**src/design/timer8_pkg.sv**
```systemverilog
package timer8_pkg;

  // register indexes on the plain register port
  localparam logic [2:0] ADDR_CONTROL_A   = 3'h0;
  localparam logic [2:0] ADDR_COUNT       = 3'h1;
  localparam logic [2:0] ADDR_COMPARE     = 3'h2;
  localparam logic [2:0] ADDR_ASYNC       = 3'h3;
  localparam logic [2:0] ADDR_IRQ_MASK    = 3'h4;
  localparam logic [2:0] ADDR_IRQ_FLAGS   = 3'h5;
  localparam logic [2:0] ADDR_GENERAL     = 3'h6;

  // async status/control bit positions
  localparam int EXT_CLOCK_BIT      = 4;
  localparam int ASYNC_SEL_BIT      = 3;
  localparam int COUNT_BUSY_BIT     = 2;
  localparam int COMPARE_BUSY_BIT   = 1;
  localparam int CONTROL_BUSY_BIT   = 0;

  // mask / flag bit positions
  localparam int COMPARE_IRQ_BIT    = 1;
  localparam int OVERFLOW_IRQ_BIT   = 0;

  // general control bit positions
  localparam int SYNC_HOLD_BIT      = 7;
  localparam int PRESCALER_CLR_BIT  = 1;

  // control register A layout, msb first
  typedef struct packed {
    logic       force_cmp;   // dropped on write, reads zero
    logic       wgm_lo;
    logic [1:0] com;
    logic       wgm_hi;
    logic [2:0] clock_sel;
  } control_a_t;

  localparam control_a_t CONTROL_A_RESET = control_a_t'(8'h00);
  localparam logic [7:0] BYTE_RESET      = 8'h00;
  localparam logic [7:0] COUNT_MAX       = 8'hFF;
  localparam logic [7:0] COUNT_BOTTOM    = 8'h00;

  // waveform modes {wgm_hi, wgm_lo}
  localparam logic [1:0] WGM_NORMAL      = 2'h0;
  localparam logic [1:0] WGM_PHASE_PWM   = 2'h1;
  localparam logic [1:0] WGM_CLEAR_MATCH = 2'h2;
  localparam logic [1:0] WGM_FAST_PWM    = 2'h3;

  // compare output modes
  localparam logic [1:0] COM_OFF         = 2'h0;
  localparam logic [1:0] COM_TOGGLE      = 2'h1;
  localparam logic [1:0] COM_CLEAR       = 2'h2;
  localparam logic [1:0] COM_SET         = 2'h3;

  // prescaler: tick when the masked low bits are all ones
  localparam int PRESCALE_W = 10;
  localparam logic [9:0] PRE_MASK_8      = 10'h007;
  localparam logic [9:0] PRE_MASK_32     = 10'h01F;
  localparam logic [9:0] PRE_MASK_64     = 10'h03F;
  localparam logic [9:0] PRE_MASK_128    = 10'h07F;
  localparam logic [9:0] PRE_MASK_256    = 10'h0FF;
  localparam logic [9:0] PRE_MASK_1024   = 10'h3FF;

  localparam logic [2:0] CS_STOP         = 3'h0;
  localparam logic [2:0] CS_DIRECT       = 3'h1;

endpackage
```
**src/design/async_timer8.sv**
```systemverilog
// The implementer's own choices: the address map and strobed register access.
`timescale 1ns/1ns
`default_nettype none

module async_timer8
(
  input  wire logic       clk_sys,
  input  wire logic       rst,
  input  wire logic [2:0] reg_addr,
  input  wire logic [7:0] reg_wdata,
  input  wire logic       reg_wr,
  input  wire logic       reg_rd,
  output logic      [7:0] reg_rdata,
  input  wire logic       timer_osc_input,
  input  wire logic       global_irq_enable,
  input  wire logic       compare_vector_ack,
  input  wire logic       overflow_vector_ack,
  input  wire logic       pin_dir_bit,
  output logic            compare_output_pin,
  output logic            compare_output_oe,
  output logic            pin_override,
  output logic            compare_irq_req,
  output logic            overflow_irq_req,
  output logic            osc_enable,
  output logic            ext_clock_input_enable
);

  // register state
  timer8_pkg::control_a_t ctrl_tmp_r;
  timer8_pkg::control_a_t ctrl_act_r;
  logic [7:0]  cmp_tmp_r;
  logic [7:0]  cmp_act_r;
  logic [7:0]  count_tmp_r;
  logic [7:0]  count_r;
  logic [7:0]  count_nxt;
  logic        dir_up_r;
  logic        dir_up_nxt;
  logic        block_r;
  logic        ext_clk_r;
  logic        async_r;
  logic        count_busy_r;
  logic        cmp_busy_r;
  logic        ctrl_busy_r;
  logic        cmp_ie_r;
  logic        ovf_ie_r;
  logic        cmp_flag_r;
  logic        ovf_flag_r;
  logic        sync_hold_r;
  logic        pre_clr_r;
  logic [9:0]  pre_r;
  logic        wave_r;
  logic        wave_nxt;
  logic [7:0]  rdata_nxt;
  logic        osc_s1_r;
  logic        osc_s2_r;
  logic        osc_s3_r;
  logic        osc_lvl_r;

  // oscillator pin: three flops, a change counts once the last two agree
  wire osc_stable = (osc_s2_r == osc_s3_r);
  wire osc_rise   = osc_stable & osc_s3_r & ~osc_lvl_r;

  always_ff @(posedge clk_sys or posedge rst)
  begin
    if (rst)
    begin
      osc_s1_r  <= 1'b0;
      osc_s2_r  <= 1'b0;
      osc_s3_r  <= 1'b0;
      osc_lvl_r <= 1'b0;
    end
    else
    begin
      osc_s1_r <= timer_osc_input;
      osc_s2_r <= osc_s1_r;
      osc_s3_r <= osc_s2_r;
      if (osc_stable)
        osc_lvl_r <= osc_s3_r;
    end
  end

  // source clock: every system cycle, or each oscillator rising edge
  wire src_tick = async_r ? osc_rise : 1'b1;

  // register port decode
  wire wr_ctrl  = reg_wr & (reg_addr == timer8_pkg::ADDR_CONTROL_A);
  wire wr_count = reg_wr & (reg_addr == timer8_pkg::ADDR_COUNT);
  wire wr_cmp   = reg_wr & (reg_addr == timer8_pkg::ADDR_COMPARE);
  wire wr_async = reg_wr & (reg_addr == timer8_pkg::ADDR_ASYNC);
  wire wr_mask  = reg_wr & (reg_addr == timer8_pkg::ADDR_IRQ_MASK);
  wire wr_flags = reg_wr & (reg_addr == timer8_pkg::ADDR_IRQ_FLAGS);
  wire wr_gen   = reg_wr & (reg_addr == timer8_pkg::ADDR_GENERAL);

  // async loads happen on a source edge while the busy flag is up
  wire load_count = async_r & src_tick & count_busy_r;
  wire load_cmp   = async_r & src_tick & cmp_busy_r;
  wire load_ctrl  = async_r & src_tick & ctrl_busy_r;

  // prescaler and clock select
  wire [1:0] wgm = {ctrl_act_r.wgm_hi, ctrl_act_r.wgm_lo};
  wire [2:0] cs  = ctrl_act_r.clock_sel;
  logic [9:0] pre_mask;
  always_comb
  begin
    case (cs)
      3'h2:    pre_mask = timer8_pkg::PRE_MASK_8;
      3'h3:    pre_mask = timer8_pkg::PRE_MASK_32;
      3'h4:    pre_mask = timer8_pkg::PRE_MASK_64;
      3'h5:    pre_mask = timer8_pkg::PRE_MASK_128;
      3'h6:    pre_mask = timer8_pkg::PRE_MASK_256;
      default: pre_mask = timer8_pkg::PRE_MASK_1024;
    endcase
  end

  // the prescaler stays in reset while the clear bit stands
  wire pre_run    = src_tick & ~pre_clr_r;
  wire pre_hit    = ((pre_r & pre_mask) == pre_mask);
  wire timer_tick = (cs == timer8_pkg::CS_DIRECT) ? src_tick
                  : (cs != timer8_pkg::CS_STOP) & pre_run & pre_hit;
  wire tick_cnt   = timer_tick & ~load_count;

  // mode decode
  wire is_phase  = (wgm == timer8_pkg::WGM_PHASE_PWM);
  wire is_fast   = (wgm == timer8_pkg::WGM_FAST_PWM);
  wire is_ctc    = (wgm == timer8_pkg::WGM_CLEAR_MATCH);
  wire is_pwm    = is_phase | is_fast;
  wire [7:0] top = is_ctc ? cmp_act_r : timer8_pkg::COUNT_MAX;
  wire at_top    = (count_r == top);
  wire at_max    = (count_r == timer8_pkg::COUNT_MAX);
  wire at_bottom = (count_r == timer8_pkg::COUNT_BOTTOM);
  wire [1:0] com = ctrl_act_r.com;

  // compare match, blocked for one tick after a counter write
  wire match     = tick_cnt & (count_r == cmp_act_r) & ~block_r;
  wire pwm_top_case = is_pwm & com[1] & (cmp_act_r == top);
  wire wave_match = match & ~pwm_top_case;
  wire wave_top   = tick_cnt & pwm_top_case & at_top;

  // overflow: at max in up-only modes, at the bottom turn in phase PWM
  wire ovf_event = tick_cnt & (is_phase ? (at_bottom & ~dir_up_r) : at_max);

  // counting sequence
  always_comb
  begin
    count_nxt  = count_r;
    dir_up_nxt = dir_up_r;
    if (tick_cnt)
    begin
      if (is_phase)
      begin
        if (dir_up_r & at_max)
        begin
          dir_up_nxt = 1'b0;
          count_nxt  = 8'(count_r - 8'h01);
        end
        else if (~dir_up_r & at_bottom)
        begin
          dir_up_nxt = 1'b1;
          count_nxt  = 8'(count_r + 8'h01);
        end
        else if (dir_up_r)
          count_nxt = 8'(count_r + 8'h01);
        else
          count_nxt = 8'(count_r - 8'h01);
      end
      else if (is_ctc & at_top)
        count_nxt = timer8_pkg::COUNT_BOTTOM;
      else
        count_nxt = 8'(count_r + 8'h01);
    end
  end

  // waveform on the compare pin; in fast PWM the bottom action wins
  always_comb
  begin
    wave_nxt = wave_r;
    if (is_fast)
    begin
      if (tick_cnt & at_top & (com == timer8_pkg::COM_CLEAR))
        wave_nxt = 1'b1;
      else if (tick_cnt & at_top & (com == timer8_pkg::COM_SET))
        wave_nxt = 1'b0;
      else if (wave_match & (com == timer8_pkg::COM_CLEAR))
        wave_nxt = 1'b0;
      else if (wave_match & (com == timer8_pkg::COM_SET))
        wave_nxt = 1'b1;
    end
    else if (is_phase)
    begin
      if ((wave_match | wave_top) & com[1])
        wave_nxt = (com == timer8_pkg::COM_SET) ? dir_up_r : ~dir_up_r;
    end
    else
    begin
      case (com)
        timer8_pkg::COM_TOGGLE: if (match) wave_nxt = ~wave_r;
        timer8_pkg::COM_CLEAR:  if (match) wave_nxt = 1'b0;
        timer8_pkg::COM_SET:    if (match) wave_nxt = 1'b1;
        default:                wave_nxt = wave_r;
      endcase
    end
  end

  // flag clears: vector ack or a one written; hardware set wins
  wire cmp_clr = compare_vector_ack
               | (wr_flags & reg_wdata[timer8_pkg::COMPARE_IRQ_BIT]);
  wire ovf_clr = overflow_vector_ack
               | (wr_flags & reg_wdata[timer8_pkg::OVERFLOW_IRQ_BIT]);

  // prescaler clear self-clears while the sync hold bit is low: at once in sync mode, after a source edge in async
  wire pre_clr_set  = wr_gen & reg_wdata[timer8_pkg::PRESCALER_CLR_BIT];
  wire pre_clr_done = pre_clr_r & ~sync_hold_r & (async_r ? src_tick : 1'b1);

  // read mux, answered one cycle after the strobe
  always_comb
  begin
    case (reg_addr)
      timer8_pkg::ADDR_CONTROL_A: rdata_nxt = {1'b0, ctrl_tmp_r[6:0]};
      timer8_pkg::ADDR_COUNT:     rdata_nxt = count_r;
      timer8_pkg::ADDR_COMPARE:   rdata_nxt = cmp_tmp_r;
      timer8_pkg::ADDR_ASYNC:     rdata_nxt = {3'h0, ext_clk_r, async_r,
                                               count_busy_r, cmp_busy_r, ctrl_busy_r};
      timer8_pkg::ADDR_IRQ_MASK:  rdata_nxt = {6'h00, cmp_ie_r, ovf_ie_r};
      timer8_pkg::ADDR_IRQ_FLAGS: rdata_nxt = {6'h00, cmp_flag_r, ovf_flag_r};
      timer8_pkg::ADDR_GENERAL:   rdata_nxt = {sync_hold_r, 5'h00, pre_clr_r, 1'b0};
      default:                    rdata_nxt = timer8_pkg::BYTE_RESET;
    endcase
  end

  // software-visible configuration and holding registers
  always_ff @(posedge clk_sys or posedge rst)
  begin
    if (rst)
    begin
      ctrl_tmp_r  <= timer8_pkg::CONTROL_A_RESET;
      cmp_tmp_r   <= timer8_pkg::BYTE_RESET;
      count_tmp_r <= timer8_pkg::BYTE_RESET;
      ext_clk_r   <= 1'b0;
      async_r     <= 1'b0;
      cmp_ie_r    <= 1'b0;
      ovf_ie_r    <= 1'b0;
      sync_hold_r <= 1'b0;
      reg_rdata   <= timer8_pkg::BYTE_RESET;
    end
    else
    begin
      if (wr_ctrl)
        ctrl_tmp_r <= timer8_pkg::control_a_t'({1'b0, reg_wdata[6:0]});
      if (wr_cmp)
        cmp_tmp_r <= reg_wdata;
      if (wr_count)
        count_tmp_r <= reg_wdata;
      if (wr_async)
      begin
        ext_clk_r <= reg_wdata[timer8_pkg::EXT_CLOCK_BIT];
        async_r   <= reg_wdata[timer8_pkg::ASYNC_SEL_BIT];
      end
      if (wr_mask)
      begin
        cmp_ie_r <= reg_wdata[timer8_pkg::COMPARE_IRQ_BIT];
        ovf_ie_r <= reg_wdata[timer8_pkg::OVERFLOW_IRQ_BIT];
      end
      if (wr_gen)
        sync_hold_r <= reg_wdata[timer8_pkg::SYNC_HOLD_BIT];
      reg_rdata <= reg_rd ? rdata_nxt : timer8_pkg::BYTE_RESET;
    end
  end

  // busy flags: a write in async mode sets, the load clears; write wins
  // a write while busy is the caller's fault and may corrupt the value
  always_ff @(posedge clk_sys or posedge rst)
  begin
    if (rst)
    begin
      count_busy_r <= 1'b0;
      cmp_busy_r   <= 1'b0;
      ctrl_busy_r  <= 1'b0;
    end
    else
    begin
      count_busy_r <= (wr_count & async_r) | (count_busy_r & ~load_count);
      cmp_busy_r   <= (wr_cmp & async_r) | (cmp_busy_r & ~load_cmp);
      ctrl_busy_r  <= (wr_ctrl & async_r) | (ctrl_busy_r & ~load_ctrl);
    end
  end

  // active compare and control: direct in sync mode, from holding in async
  always_ff @(posedge clk_sys or posedge rst)
  begin
    if (rst)
    begin
      cmp_act_r  <= timer8_pkg::BYTE_RESET;
      ctrl_act_r <= timer8_pkg::CONTROL_A_RESET;
    end
    else
    begin
      if (wr_cmp & ~async_r)
        cmp_act_r <= reg_wdata;
      else if (load_cmp)
        cmp_act_r <= cmp_tmp_r;
      if (wr_ctrl & ~async_r)
        ctrl_act_r <= timer8_pkg::control_a_t'({1'b0, reg_wdata[6:0]});
      else if (load_ctrl)
        ctrl_act_r <= ctrl_tmp_r;
    end
  end

  // counter, direction and match block
  always_ff @(posedge clk_sys or posedge rst)
  begin
    if (rst)
    begin
      count_r  <= timer8_pkg::BYTE_RESET;
      dir_up_r <= 1'b1;
      block_r  <= 1'b0;
    end
    else
    begin
      dir_up_r <= dir_up_nxt;
      if (wr_count & ~async_r)
      begin
        count_r <= reg_wdata;
        block_r <= 1'b1;
      end
      else if (load_count)
      begin
        count_r <= count_tmp_r;
        block_r <= 1'b1;
      end
      else
      begin
        count_r <= count_nxt;
        if (tick_cnt)
          block_r <= 1'b0;
      end
    end
  end

  // prescaler and its clear bit
  always_ff @(posedge clk_sys or posedge rst)
  begin
    if (rst)
    begin
      pre_r     <= 10'h000;
      pre_clr_r <= 1'b0;
    end
    else
    begin
      pre_clr_r <= pre_clr_set | (pre_clr_r & ~pre_clr_done);
      if (pre_clr_r)
        pre_r <= 10'h000;
      else if (pre_run)
        pre_r <= 10'(pre_r + 10'h001);
    end
  end

  // interrupt flags and registered requests
  always_ff @(posedge clk_sys or posedge rst)
  begin
    if (rst)
    begin
      cmp_flag_r       <= 1'b0;
      ovf_flag_r       <= 1'b0;
      compare_irq_req  <= 1'b0;
      overflow_irq_req <= 1'b0;
    end
    else
    begin
      cmp_flag_r       <= match | (cmp_flag_r & ~cmp_clr);
      ovf_flag_r       <= ovf_event | (ovf_flag_r & ~ovf_clr);
      compare_irq_req  <= cmp_ie_r & global_irq_enable & cmp_flag_r;
      overflow_irq_req <= ovf_ie_r & global_irq_enable & ovf_flag_r;
    end
  end

  // pin side: waveform, override and driver enable; oscillator controls
  always_ff @(posedge clk_sys or posedge rst)
  begin
    if (rst)
    begin
      wave_r                 <= 1'b0;
      compare_output_pin     <= 1'b0;
      compare_output_oe      <= 1'b0;
      pin_override           <= 1'b0;
      osc_enable             <= 1'b0;
      ext_clock_input_enable <= 1'b0;
    end
    else
    begin
      wave_r                 <= wave_nxt;
      compare_output_pin     <= wave_nxt;
      pin_override           <= (com != timer8_pkg::COM_OFF);
      compare_output_oe      <= (com != timer8_pkg::COM_OFF) & pin_dir_bit;
      osc_enable             <= async_r & ~ext_clk_r;
      ext_clock_input_enable <= async_r & ext_clk_r;
    end
  end

endmodule

`default_nettype wire

```
**config.mk**
```make
export PLATFORM = sky130hd
export DESIGN_NAME = async_timer8
export DESIGN_NICKNAME = d
export VERILOG_FILES = /design/src/design/timer8_pkg.sv /design/src/design/async_timer8.sv
export SDC_FILE = /design/constraint.sdc
export NUM_CORES = 1
export LEC_CHECK = 0
export BUFFER_PORTS_ARGS = -buffer_cell sky130_fd_sc_hd__buf_4
export CORE_MARGIN = 5
export CORE_UTILIZATION = 55
export CTS_BUF_LIST = sky130_fd_sc_hd__clkbuf_4 sky130_fd_sc_hd__clkbuf_8
export DETAILED_ROUTE_END_ITERATION = 16
export GPL_TIMING_DRIVEN = 1
export PLACE_DENSITY = 0.74
export SYNTH_ARGS = -nofsm -noshare
export SYNTH_HDL_FRONTEND = slang
export SYNTH_SLANG_ARGS = --single-unit
```
**constraint.sdc**
```tcl
create_clock -name clk_sys -period 7.3 [get_ports clk_sys]
set_input_delay 1.46 -clock clk_sys [delete_from_list [all_inputs] [get_ports clk_sys]]
set_output_delay 1.46 -clock clk_sys [all_outputs]
set_load 0.01 [all_outputs]
```
==> results.cfg, run 1 <==
[outcome]
status = completed

[critical_path]
worstSetupPathType = in2reg
cp-start-kind = input pin
worst_ep_required_time_ns = 7.51
crit_path_end_kind = flip-flop
cp.arrival_ns = 3.18
ff2ff_path_depth = 8
worst-path-max-fanout = 14

[synth]
mappedNetlistArea_mm2 = 0.004566
asyncSetResetFlopFracSynth_pct = 100.0
avgSynthCellArea_um2 = 10.33
synth.ff_latch_count = 88
synth_enable_flop_cells = 0
postSynth.topFlopCell = sky130_fd_sc_hd__dfrtp_1
synth.yosys.warnings = 0
yosysSeqAreaShare_pct = 48.26
synth_fp_nets = 466
synth.largest_area_cell = sky130_fd_sc_hd__dfrtp_1
ys_top_cells_by_area = sky130_fd_sc_hd__dfrtp_1, sky130_fd_sc_hd__mux2_2, sky130_fd_sc_hd__mux2i_1, sky130_fd_sc_hd__nor2_1, sky130_fd_sc_hd__a21oi_1
yosysTopAreaCellShare_pct = 47.68
synthDistinctLibCells = 58
synthCells = 442

[sta]
hold_violations = 0
finalHoldWorstSlack_ns = 0.3658
final.min_clock_period_ns = 2.968
worst_clk_skew_ns = 0.008498
timing.final.setup_violations = 0
slew_headroom_pct = 26.81
tightest_slew_ns = 1.098
timing.setup.tns_ns = 0
fin_crit_sh_pct = 40.66
fmaxAchievable_ghz = 0.3369
rsz0062_at_grt = false
timing_max_transition_violations_final = 0

[detailed_routing]
antenna_left = 0
totalWireLength_um = 11260
route.vias.total = 3577
detail_route.first_pass.iterations = 5
detail_route.drc_violations = 0
initialDrtViolationCount = 339
avgViaCountPerCell = 6.199
post_drt_wl_per_cell_um = 19.52

[global_routing]
busiest_layer = met1
initial_antenna_violation_count = 0
grt_pass1_vias = 3441
use_met1_pct = 35.69
gr-usage-all-layers_pct = 23.70
overflow = 0
grt_start_max_net_pins = 89
global_route_wire_length_before_repair_um = 18550
grt_use_met2_pct = 35.16
globalRouteMet3Util_pct = 4.429

[cells_and_area]
diodes = 0
final_layout_size_suffix_gt1_share_pct = 19.07
final_nets = 492
layout.core_utilization_pct = 62.34
area_growth_syn_to_layout_pct = 11.07

[die]
floorplan.die_area_mm2 = 0.01022
row_count = 33
placeableCoreArea_mm2 = 0.008134
floorplan.initialDensity_pct = 56.13
io-pin-count = 35
die_y_um = 101.1
dieWidth_um = 101.1

[place]
detailedPlacementHpwl_um = 8174
io_buffers = 34
gp_congestion = 0.9025

[clock_tree]
cts-root-buf = sky130_fd_sc_hd__clkbuf_8
clkSlewWorstSetupHoldPaths_ns = 0.08
cts-buffers-inserted = 9
cts-htree-levels = 3
cts_hold_buffers = 0
number_of_instances_resized_during_post_cts_repair = 0
clock_path_buffers = 2
numClockSinks = 88
tritoncts_clock_tree = built
clock_latency_ns = 0.35
cts_setup_buffers = 0

[hold_path]
worstHoldPathType = reg2reg
worst_hold_path.num_cells = 0

[power]
total_power_density_per_cell_area_mw_per_mm2 = 311.1
power.leakage_nw = 2.298
power.ir.vdd_worst_uv = 193.1
finalPower_mw = 1.577

[run]
max-cap-violations = 0
[cell families (layout without fill, tap and decap cells)]
logic type | after synthesis | in the layout | synth area share (%)
mux | 56 | 56 | 14.14
compound gates | 88 | 88 | 12.80
simple gates | 159 | 159 | 17.90
xor+xnor | 15 | 15 | 2.877
buf+inv | 32 | 62 | 2.932
fa+ha+maj | 4 | 4 | 1.096
flops | 88 | 88 | 48.26
[stage by stage]
step | area, µm² | setup slack, ns | std cells
floorplan | 4566 | 3.563 | 442
global placement | 4872 | 4.044 | 562
detailed placement | 4872 | 3.990 | 562
CTS | 5071 | 4.372 | 577
global route | 5071 | 4.146 | 577
finish | 5071 | 4.332 | 577
[sequential cells by signal, indices dropped and copies added (netlist names), 2 cells and up]
signal       flops
reg_rdata        8
count_r          8
cmp_tmp_r        8
pre_r           10
ctrl_act_r       2
count_tmp_r      8
ctrl_tmp_r       7
cs               3
cmp_act_r        8
com              2
[power by group]
part	switching, mW	internal [mW]	leakage (nW)	total, mW
combinational	0.235	0.216	1.13	0.451
sequential	0.179	0.607	1.07	0.785
clock	0.170	0.171	0.0955	0.341
total	0.584	0.993	2.30	1.58
[routing by layer]
layer	vias to the layer above	wire, µm
met5	-	0
met4	0	162
met3	16	841
met2	154	5060
met1	1751	5198
li1	1656	-
[layout make-up]
type	instances	area (µm²)
timing repair buffer	35	262.8
sequential	88	2203
tap	105	131.4
inverter	12	46.29
clock buffer	11	145.1
fill	681	3063
multi-input combinational	322	2228
clock inverter	4	53.80
[critical path: stages]
cell and delay (ns):
sky130_fd_sc_hd__buf_4 0.17, sky130_fd_sc_hd__nand2b_1 0.24, sky130_fd_sc_hd__nor3_2 0.54, sky130_fd_sc_hd__nand2b_1 0.46
sky130_fd_sc_hd__nor2_1 0.25, sky130_fd_sc_hd__a21oi_1 0.07
[cells in the final DEF, fill, tap and decap left out, types with 3 or more instances in the layout]
| master | n |
|---|---|
| sky130_fd_sc_hd__nand2_1 | 30 |
| sky130_fd_sc_hd__a22o_1 | 3 |
| sky130_fd_sc_hd__mux2i_1 | 24 |
| sky130_fd_sc_hd__o22ai_1 | 4 |
| sky130_fd_sc_hd__a22oi_1 | 5 |
| sky130_fd_sc_hd__ha_1 | 4 |
| sky130_fd_sc_hd__mux2_2 | 28 |
| sky130_fd_sc_hd__a31oi_1 | 4 |
| sky130_fd_sc_hd__nand2b_1 | 9 |
| sky130_fd_sc_hd__a211o_1 | 3 |
| sky130_fd_sc_hd__or3_1 | 6 |
| sky130_fd_sc_hd__xor2_1 | 11 |
| sky130_fd_sc_hd__and3_1 | 6 |
| sky130_fd_sc_hd__and2_1 | 6 |
| sky130_fd_sc_hd__o211ai_1 | 9 |
| sky130_fd_sc_hd__buf_4 | 35 |
| sky130_fd_sc_hd__nor4_1 | 3 |
| sky130_fd_sc_hd__mux4_2 | 4 |
| sky130_fd_sc_hd__nor2b_1 | 7 |
| sky130_fd_sc_hd__nor2_1 | 46 |
| sky130_fd_sc_hd__o21ai_0 | 15 |
| sky130_fd_sc_hd__nor3_1 | 9 |
| sky130_fd_sc_hd__dfrtp_1 | 87 |
| sky130_fd_sc_hd__clkbuf_8 | 10 |
| sky130_fd_sc_hd__nand3_1 | 14 |
| sky130_fd_sc_hd__nand4_1 | 11 |
| sky130_fd_sc_hd__xnor2_1 | 4 |
| sky130_fd_sc_hd__a21oi_1 | 25 |
| sky130_fd_sc_hd__inv_1 | 11 |
[cell usage after synthesis, types with 6 or more instances]
master	count
sky130_fd_sc_hd__nand4_1	11
sky130_fd_sc_hd__and2_1	6
sky130_fd_sc_hd__nand3_1	14
sky130_fd_sc_hd__and3_1	6
sky130_fd_sc_hd__dfrtp_1	87
sky130_fd_sc_hd__nor2_1	46
sky130_fd_sc_hd__a21oi_1	25
sky130_fd_sc_hd__nor2b_1	7
sky130_fd_sc_hd__or3_1	6
sky130_fd_sc_hd__o21ai_0	15
sky130_fd_sc_hd__o211ai_1	9
sky130_fd_sc_hd__nand2b_1	9
sky130_fd_sc_hd__nand2_1	30
sky130_fd_sc_hd__nor3_1	9
sky130_fd_sc_hd__mux2_2	28
sky130_fd_sc_hd__clkbuf_1	13
sky130_fd_sc_hd__inv_1	12
sky130_fd_sc_hd__xor2_1	11
sky130_fd_sc_hd__mux2i_1	24
[worst paths after layout]
check	start	endpoint	slack, ns
setup / recovery	reg_addr[2]	ctrl_act_r[6]	4.33
hold / removal	osc_s1_r	osc_s2_r	0.37
setup reg to reg	count_r[1]	count_r[3]	4.67
hold reg to reg	osc_s1_r	osc_s2_r	0.37
max in group asynchronous	rst	count_tmp_r[6]	5.14
min in group asynchronous	rst	osc_s1_r	1.43
Power figures use the tool's default switching activity.
==> run 2: changes to the inputs <==
- PLACE_DENSITY: 0.74 -> 0.77
- clock period: 7.3 -> 2.5 ns (I/O delays scaled with it)
==> run 2 against run 1 <==
Against the previous run: sequential power grew to 2.8 times the previous value; first-iteration DRC count fell by 28%; clock skew grew 0.0021 ns; routed wire length up 4.1%; via count up 2.4%; sequential share of layout area is 1.2 points lower.
==> results.cfg, run 2 (synthesis results as in run 1) <==
[outcome]
status = completed

[critical_path]
crit_path_end_kind = flip-flop
worstReg2RegEnd = count_r[4]
worst_path_largest_cell_delay_ns = 0.37
setup.reg_to_reg.worst_slack_ns = 0.20
worst-path-max-fanout = 5
timing.critical_path.max_delay_family = compound AO/OA/AOI/OAI gates
critical_path.slowest_cell = sky130_fd_sc_hd__dfrtp_1
worstReg2RegStart = osc_s2_r
cp-start-kind = flip-flop
cp.arrival_ns = 2.55
worst_ep_required_time_ns = 2.74
worstSetupPathType = reg2reg
critPathBufInv = 0
path_cells = ha_1 > nand2b_1 > a221oi_1 > and2_1 > nand2_1 > nor2_1 > o21ai_0 > o311a_1
ff2ff_path_depth = 8

[power]
combinationalPowerShare_pct = 31.9
clock_power_share_pct = 21.9
total_power_density_per_cell_area_mw_per_mm2 = 917.7
switching_power_mw = 1.785
swShare_pct = 37.33
power.internal_mw = 2.996
seq_power_share_pct = 46.2
power.leakage_nw = 2.376
power.ir.vdd_worst_uv = 444.8

[sta]
fin_crit_sh_pct = 92.14
final.min_clock_period_ns = 2.303
fmaxAchievable_ghz = 0.4341
timing.setup.tns_ns = 0
rsz0062_at_grt = false
worst_clk_skew_ns = 0.01056
hold_violations = 0
timing_max_transition_violations_final = 0
slew_headroom_pct = 59.73
tightest_slew_ns = 0.6040
timing.final.setup_violations = 0

[detailed_routing]
antenna_left = 0
initialDrtViolationCount = 244
detail_route.drc_violations = 0
avgViaCountPerCell = 6.177
detail_route.first_pass.iterations = 5
post_drt_wl_per_cell_um = 19.78
route.vias.total = 3663
totalWireLength_um = 11730

[cells_and_area]
final_nets = 507
largest-register = pre_r
number_of_flip_flops_in_the_largest_register = 10
fillCellCount = 662
mostFrequentLayoutCell = sky130_fd_sc_hd__dfrtp_1
final_cell_mix = sky130_fd_sc_hd__dfrtp_1, sky130_fd_sc_hd__buf_4, sky130_fd_sc_hd__nor2_1, sky130_fd_sc_hd__nand2_1, sky130_fd_sc_hd__mux2_2
final_layout_size_suffix_gt1_share_pct = 21.72
diodes = 0
total_non_filler_cell_area_in_the_finished_layout_mm2 = 0.005210
area_growth_syn_to_layout_pct = 14.11

[die]
placeableCoreArea_mm2 = 0.008134
die_y_um = 101.1
dieWidth_um = 101.1
floorplan.die_area_mm2 = 0.01022
io-pin-count = 35
floorplan.initialDensity_pct = 56.13
row_count = 33

[run]
max-cap-violations = 0

[global_routing]
grt_start_max_net_pins = 89
grt_pass1_vias = 3577
overflow = 0
initial_antenna_violation_count = 0
global_route_wire_length_before_repair_um = 19280
gr-usage-all-layers_pct = 24.66

[clock_tree]
tritoncts_clock_tree = built
numClockSinks = 88
cts-buffers-inserted = 9
cts-htree-levels = 3
clkSlewWorstSetupHoldPaths_ns = 0.09
clock_latency_ns = 0.36
number_of_instances_resized_during_post_cts_repair = 0
cts_hold_buffers = 0
cts-root-buf = sky130_fd_sc_hd__clkbuf_8
cts_setup_buffers = 0
clock_path_buffers = 2

[place]
gp_congestion = 0.9760
detailedPlacementHpwl_um = 8684
placed_cell_area_mm2 = 0.005000
io_buffers = 34

[hold_path]
worstHoldPathType = in2async
run 2: changes by cell type in the layout (fill, tap and decap cells not counted):
cell	change
sky130_fd_sc_hd__buf_12	+1
sky130_fd_sc_hd__clkinv_4	+1
sky130_fd_sc_hd__inv_6	-1
sky130_fd_sc_hd__inv_8	+1
sky130_fd_sc_hd__clkinvlp_4	+1
sky130_fd_sc_hd__buf_4	+14
sky130_fd_sc_hd__clkinv_2	-1
run 2: final cells by class:
cell class	count	area, µm²	share of cell area, %
clock buffers	11	145.1	2.786
well taps	105	131.4	2.522
multi-input cells	322	2228	42.77
repair buffers	50	387.9	7.445
flip-flops and latches	88	2203	42.29
clock inverters	5	65.06	1.249
inverters	12	48.80	0.9366
run 2: how the worst max path moves through the flow:
stage	from	end	slack, ns	cells after the start
2_1_floorplan	count_r[0]	count_r[5]	0.42	10
3_3_place_gp	osc_s2_r	count_r[7]	0.23	8
3_5_place_dp	osc_s2_r	count_r[4]	0.21	8
4_1_cts	osc_s2_r	count_r[4]	0.18	8
5_1_grt	osc_s2_r	count_r[7]	0.04	8
6_report	osc_s2_r	count_r[4]	0.20	8
run 2: worst register-to-register path, stage by stage, from the launching register on:
cell and delay [ns]:
sky130_fd_sc_hd__dfrtp_1 0.37, sky130_fd_sc_hd__ha_1 0.15, sky130_fd_sc_hd__nand2b_1 0.12, sky130_fd_sc_hd__a221oi_1 0.36, sky130_fd_sc_hd__and2_1 0.23, sky130_fd_sc_hd__nand2_1 0.11, sky130_fd_sc_hd__nor2_1 0.34, sky130_fd_sc_hd__o21ai_0 0.16
sky130_fd_sc_hd__o311a_1 0.34
run 2: power groups by stage:
stage / Sequential, mW / Combinational (mW) / Clock (mW)
after floorplan: 2.02 / 1.18 / 0
after CTS: 2.19 / 1.52 / 1.06
after global routing: 2.26 / 1.68 / 1.12
final: 2.21 / 1.53 / 1.05
after detailed placement: 2.22 / 1.51 / 0
after global placement: 2.20 / 1.48 / 0
run 2: through the flow:
| step | hold slack (ns) | utilization, % | instances | setup WS, ns | power (mW) |
|---|---|---|---|---|---|
| 2_1_floorplan | 0.3312 | - | 442 | 0.4164 | 3.199 |
| 3_3_place_gp | 0.3543 | 61.47 | 577 | 0.2266 | 3.687 |
| 3_5_place_dp | 0.3427 | 61.47 | 577 | 0.2073 | 3.732 |
| 4_1_cts | 0.2320 | 64.05 | 593 | 0.1790 | 4.773 |
| 5_1_grt | 0.2240 | 64.05 | 593 | 0.03698 | 5.064 |
| 6_report | 0.2111 | 64.05 | 593 | 0.1965 | 4.781 |
run 2: per-layer routing:
metal | routed length, µm | track usage (%)
met5 | 0 | 0
met4 | 220 | 7.975
met3 | 899 | 3.806
met2 | 5265 | 36.82
met1 | 5344 | 37.02
==> run 3: changes to the inputs <==
- ABC_AREA: unset -> 1
==> run 3 against run 2 <==
Against the previous run: sequential share of layout area shrank 1.7 points; critical path depth up 4; cell count is 34% higher; sequential power is 4% lower; synthesized cell count increased by 44%; clock power increased by 8%; power increased by 2.7%; clock skew decreased by 0.0049 ns; die area rose by 4.4%.
==> results.cfg, run 3 <==
[outcome]
status = completed

[sta]
timing_max_transition_violations_final = 0
finalHoldWorstSlack_ns = 0.08332
timing.setup.tns_ns = 0
slew_headroom_pct = 67.74
fin_crit_sh_pct = 89.09
rsz0062_at_grt = false
hold_violations = 0
worst_clk_skew_ns = 0.005671
timing.final.setup_violations = 0
final.min_clock_period_ns = 2.227
fmaxAchievable_ghz = 0.4490
tightest_slew_ns = 0.4716

[critical_path]
cp.arrival_ns = 2.51
worst-path-max-fanout = 12
worstSetupPathDepth = 12
path_cells = ha_1 > inv_1 > nor2_1 > inv_1 > nor2_4 > nand2_2 > nand2_1 > inv_1 > nand3_1 > o21ai_0 > o21bai_1 > o21ai_0
ff2ff_path_depth = 12
critical_path.most_common_cell = sky130_fd_sc_hd__inv_1
cp-start-kind = flip-flop
worst_ep_required_time_ns = 2.79
worstSetupPathType = reg2reg
crit_path_end_kind = flip-flop
timing.critical_path.max_delay_family = simple AND/OR/NAND/NOR gates
critPathBufInv = 3
worst_path_largest_cell_delay_ns = 0.37
critical_path.slowest_cell = sky130_fd_sc_hd__dfrtp_1

[die]
die_y_um = 103.3
placeableCoreArea_mm2 = 0.008593
floorplan.die_area_mm2 = 0.01068
floorplan.initialDensity_pct = 55.75
dieWidth_um = 103.3
io-pin-count = 35
row_count = 34

[power]
total_power_density_per_cell_area_mw_per_mm2 = 904.0
power.ir.vdd_worst_uv = 456.3
power.leakage_nw = 2.751

[clock_tree]
tritoncts_clock_tree = built
numClockSinks = 88
cts-buffers-inserted = 9
cts_setup_buffers = 0
cts_hold_buffers = 0
number_of_instances_resized_during_post_cts_repair = 0
cts-root-buf = sky130_fd_sc_hd__clkbuf_8
clkSlewWorstSetupHoldPaths_ns = 0.09
clock_path_buffers = 2
cts-htree-levels = 3
clock_latency_ns = 0.37

[detailed_routing]
initialDrtViolationCount = 410
detail_route.drc_violations = 0
totalWireLength_um = 13220
antenna_left = 0
detail_route.first_pass.iterations = 5
avgViaCountPerCell = 5.626
post_drt_wl_per_cell_um = 16.64
route.vias.total = 4467

[synth]
yosysTopAreaCellShare_pct = 45.44
yosysSeqAreaShare_pct = 45.99
synthSimpleGateAreaFrac_pct = 25.15
synth-compound-area-share_pct = 16.32
synth_enable_flop_cells = 0
mappedNetlistArea_mm2 = 0.004791
synth.ff_latch_count = 88
synth.largest_area_cell = sky130_fd_sc_hd__dfrtp_1
synth_xor_xnor_area_share_pct = 1.097
synthDistinctLibCells = 40
avgSynthCellArea_um2 = 7.533
most_common_cell_in_the_netlist = sky130_fd_sc_hd__nand2_1
synth_top_cells_by_count = sky130_fd_sc_hd__nand2_1, sky130_fd_sc_hd__inv_1, sky130_fd_sc_hd__dfrtp_1, sky130_fd_sc_hd__o21ai_0, sky130_fd_sc_hd__nor2_1
muxShareOfSynthArea_pct = 0.4701
postSynth.topFlopCell = sky130_fd_sc_hd__dfrtp_1
synth_fa_ha_area_share_pct = 1.045
synthCells = 636
synth.yosys.warnings = 0
synth_fp_nets = 660
synth_top_family_by_area = simple AND/OR/NAND/NOR gates
asyncSetResetFlopFracSynth_pct = 100.0
ys_top_cells_by_area = sky130_fd_sc_hd__dfrtp_1, sky130_fd_sc_hd__nand2_1, sky130_fd_sc_hd__inv_1, sky130_fd_sc_hd__o21ai_0, sky130_fd_sc_hd__nor2_1

[cells_and_area]
final_nets = 705
area_growth_syn_to_layout_pct = 13.40
final_layout_size_suffix_gt1_share_pct = 13.70
fillCellCount = 770
finalNonFillerCells = 794
final_cell_mix = sky130_fd_sc_hd__nand2_1, sky130_fd_sc_hd__inv_1, sky130_fd_sc_hd__dfrtp_1, sky130_fd_sc_hd__o21ai_0, sky130_fd_sc_hd__nor2_1
number_of_flip_flops_in_the_largest_register = 10
largest-register = pre_r
layout.core_utilization_pct = 63.22
diodes = 0
mostFrequentLayoutCell = sky130_fd_sc_hd__nand2_1

[global_routing]
grt_pass1_vias = 4281
gr-usage-all-layers_pct = 26.73
initial_antenna_violation_count = 0
global_route_wire_length_before_repair_um = 21710
overflow = 0
grt_start_max_net_pins = 40

[hold_path]
worstHoldPathType = in2async

[place]
gp_congestion = 0.9661
io_buffers = 34
detailedPlacementHpwl_um = 10290
placed_insts = 778

[run]
max-cap-violations = 0
-- run 3: worst paths after layout --
kind                                       from         end  slack (ns)
min in group clk_sys            timer_osc_input    osc_s1_r        0.23
worst max register to register         osc_s2_r  count_r[0]        0.27
max in group asynchronous                   rst    dir_up_r        1.75
worst min register to register         osc_s1_r    osc_s2_r        0.36
worst min-delay path                        rst    osc_s1_r        0.08
worst max-delay path                   osc_s2_r  count_r[0]        0.27
-- run 3: layout make-up --
| cell class | instances | area [µm²] | share of cell area, % |
|---|---|---|---|
| inverters | 117 | 445.4 | 8.199 |
| multi-input cells | 425 | 2112 | 38.88 |
| repair buffers | 40 | 312.8 | 5.758 |
| clock inverters | 6 | 92.59 | 1.704 |
| well taps | 108 | 135.1 | 2.487 |
| clock buffers | 10 | 131.4 | 2.418 |
| flip-flops and latches | 88 | 2203 | 40.56 |
-- run 3: worst register-to-register path, stage by stage, from the launching register on --
cell and delay, ns:
sky130_fd_sc_hd__dfrtp_1 0.37, sky130_fd_sc_hd__ha_1 0.15, sky130_fd_sc_hd__inv_1 0.03, sky130_fd_sc_hd__nor2_1 0.19
sky130_fd_sc_hd__inv_1 0.11, sky130_fd_sc_hd__nor2_4 0.14, sky130_fd_sc_hd__nand2_2 0.18, sky130_fd_sc_hd__nand2_1 0.20
sky130_fd_sc_hd__inv_1 0.08, sky130_fd_sc_hd__nand3_1 0.31, sky130_fd_sc_hd__o21ai_0 0.15, sky130_fd_sc_hd__o21bai_1 0.18
sky130_fd_sc_hd__o21ai_0 0.07
-- run 3: cell families after synthesis --
kind of cell	after synthesis
buffers and inverters	123
adders and majority gates	4
xor gates and xnor gates	6
muxes	2
DFF	88
AOI/OAI and AO/OA	134
and+or+nand+nor	279
-- run 3: report_power, final --
group          switching (mW)  leakage, nW  total, mW  internal, mW
Sequential              0.352         1.10       2.13          1.77
Combinational            1.06         1.53       1.66         0.593
Clock                   0.547        0.112       1.13         0.581
Total                    1.96         2.75       4.91          2.95
-- run 3: routing by layer --
layer	GRT usage, %	vias to the layer above	share of wire (%)
met4	9.661	0	1.7
met5	0	-	0
met2	41.44	172	47
li1	-	2145	-
met3	5.097	20	7.3
met1	37.64	2130	44
-- run 3: through the flow --
step | instance area, µm² | setup slack (ns) | total power [mW]
2_1_floorplan | 4795 | 0.7017 | 3.234
3_3_place_gp | 5209 | 0.2090 | 3.722
3_5_place_dp | 5209 | 0.1260 | 3.770
4_1_cts | 5433 | 0.2952 | 4.883
5_1_grt | 5433 | 0.07752 | 5.247
6_report | 5433 | 0.2728 | 4.911
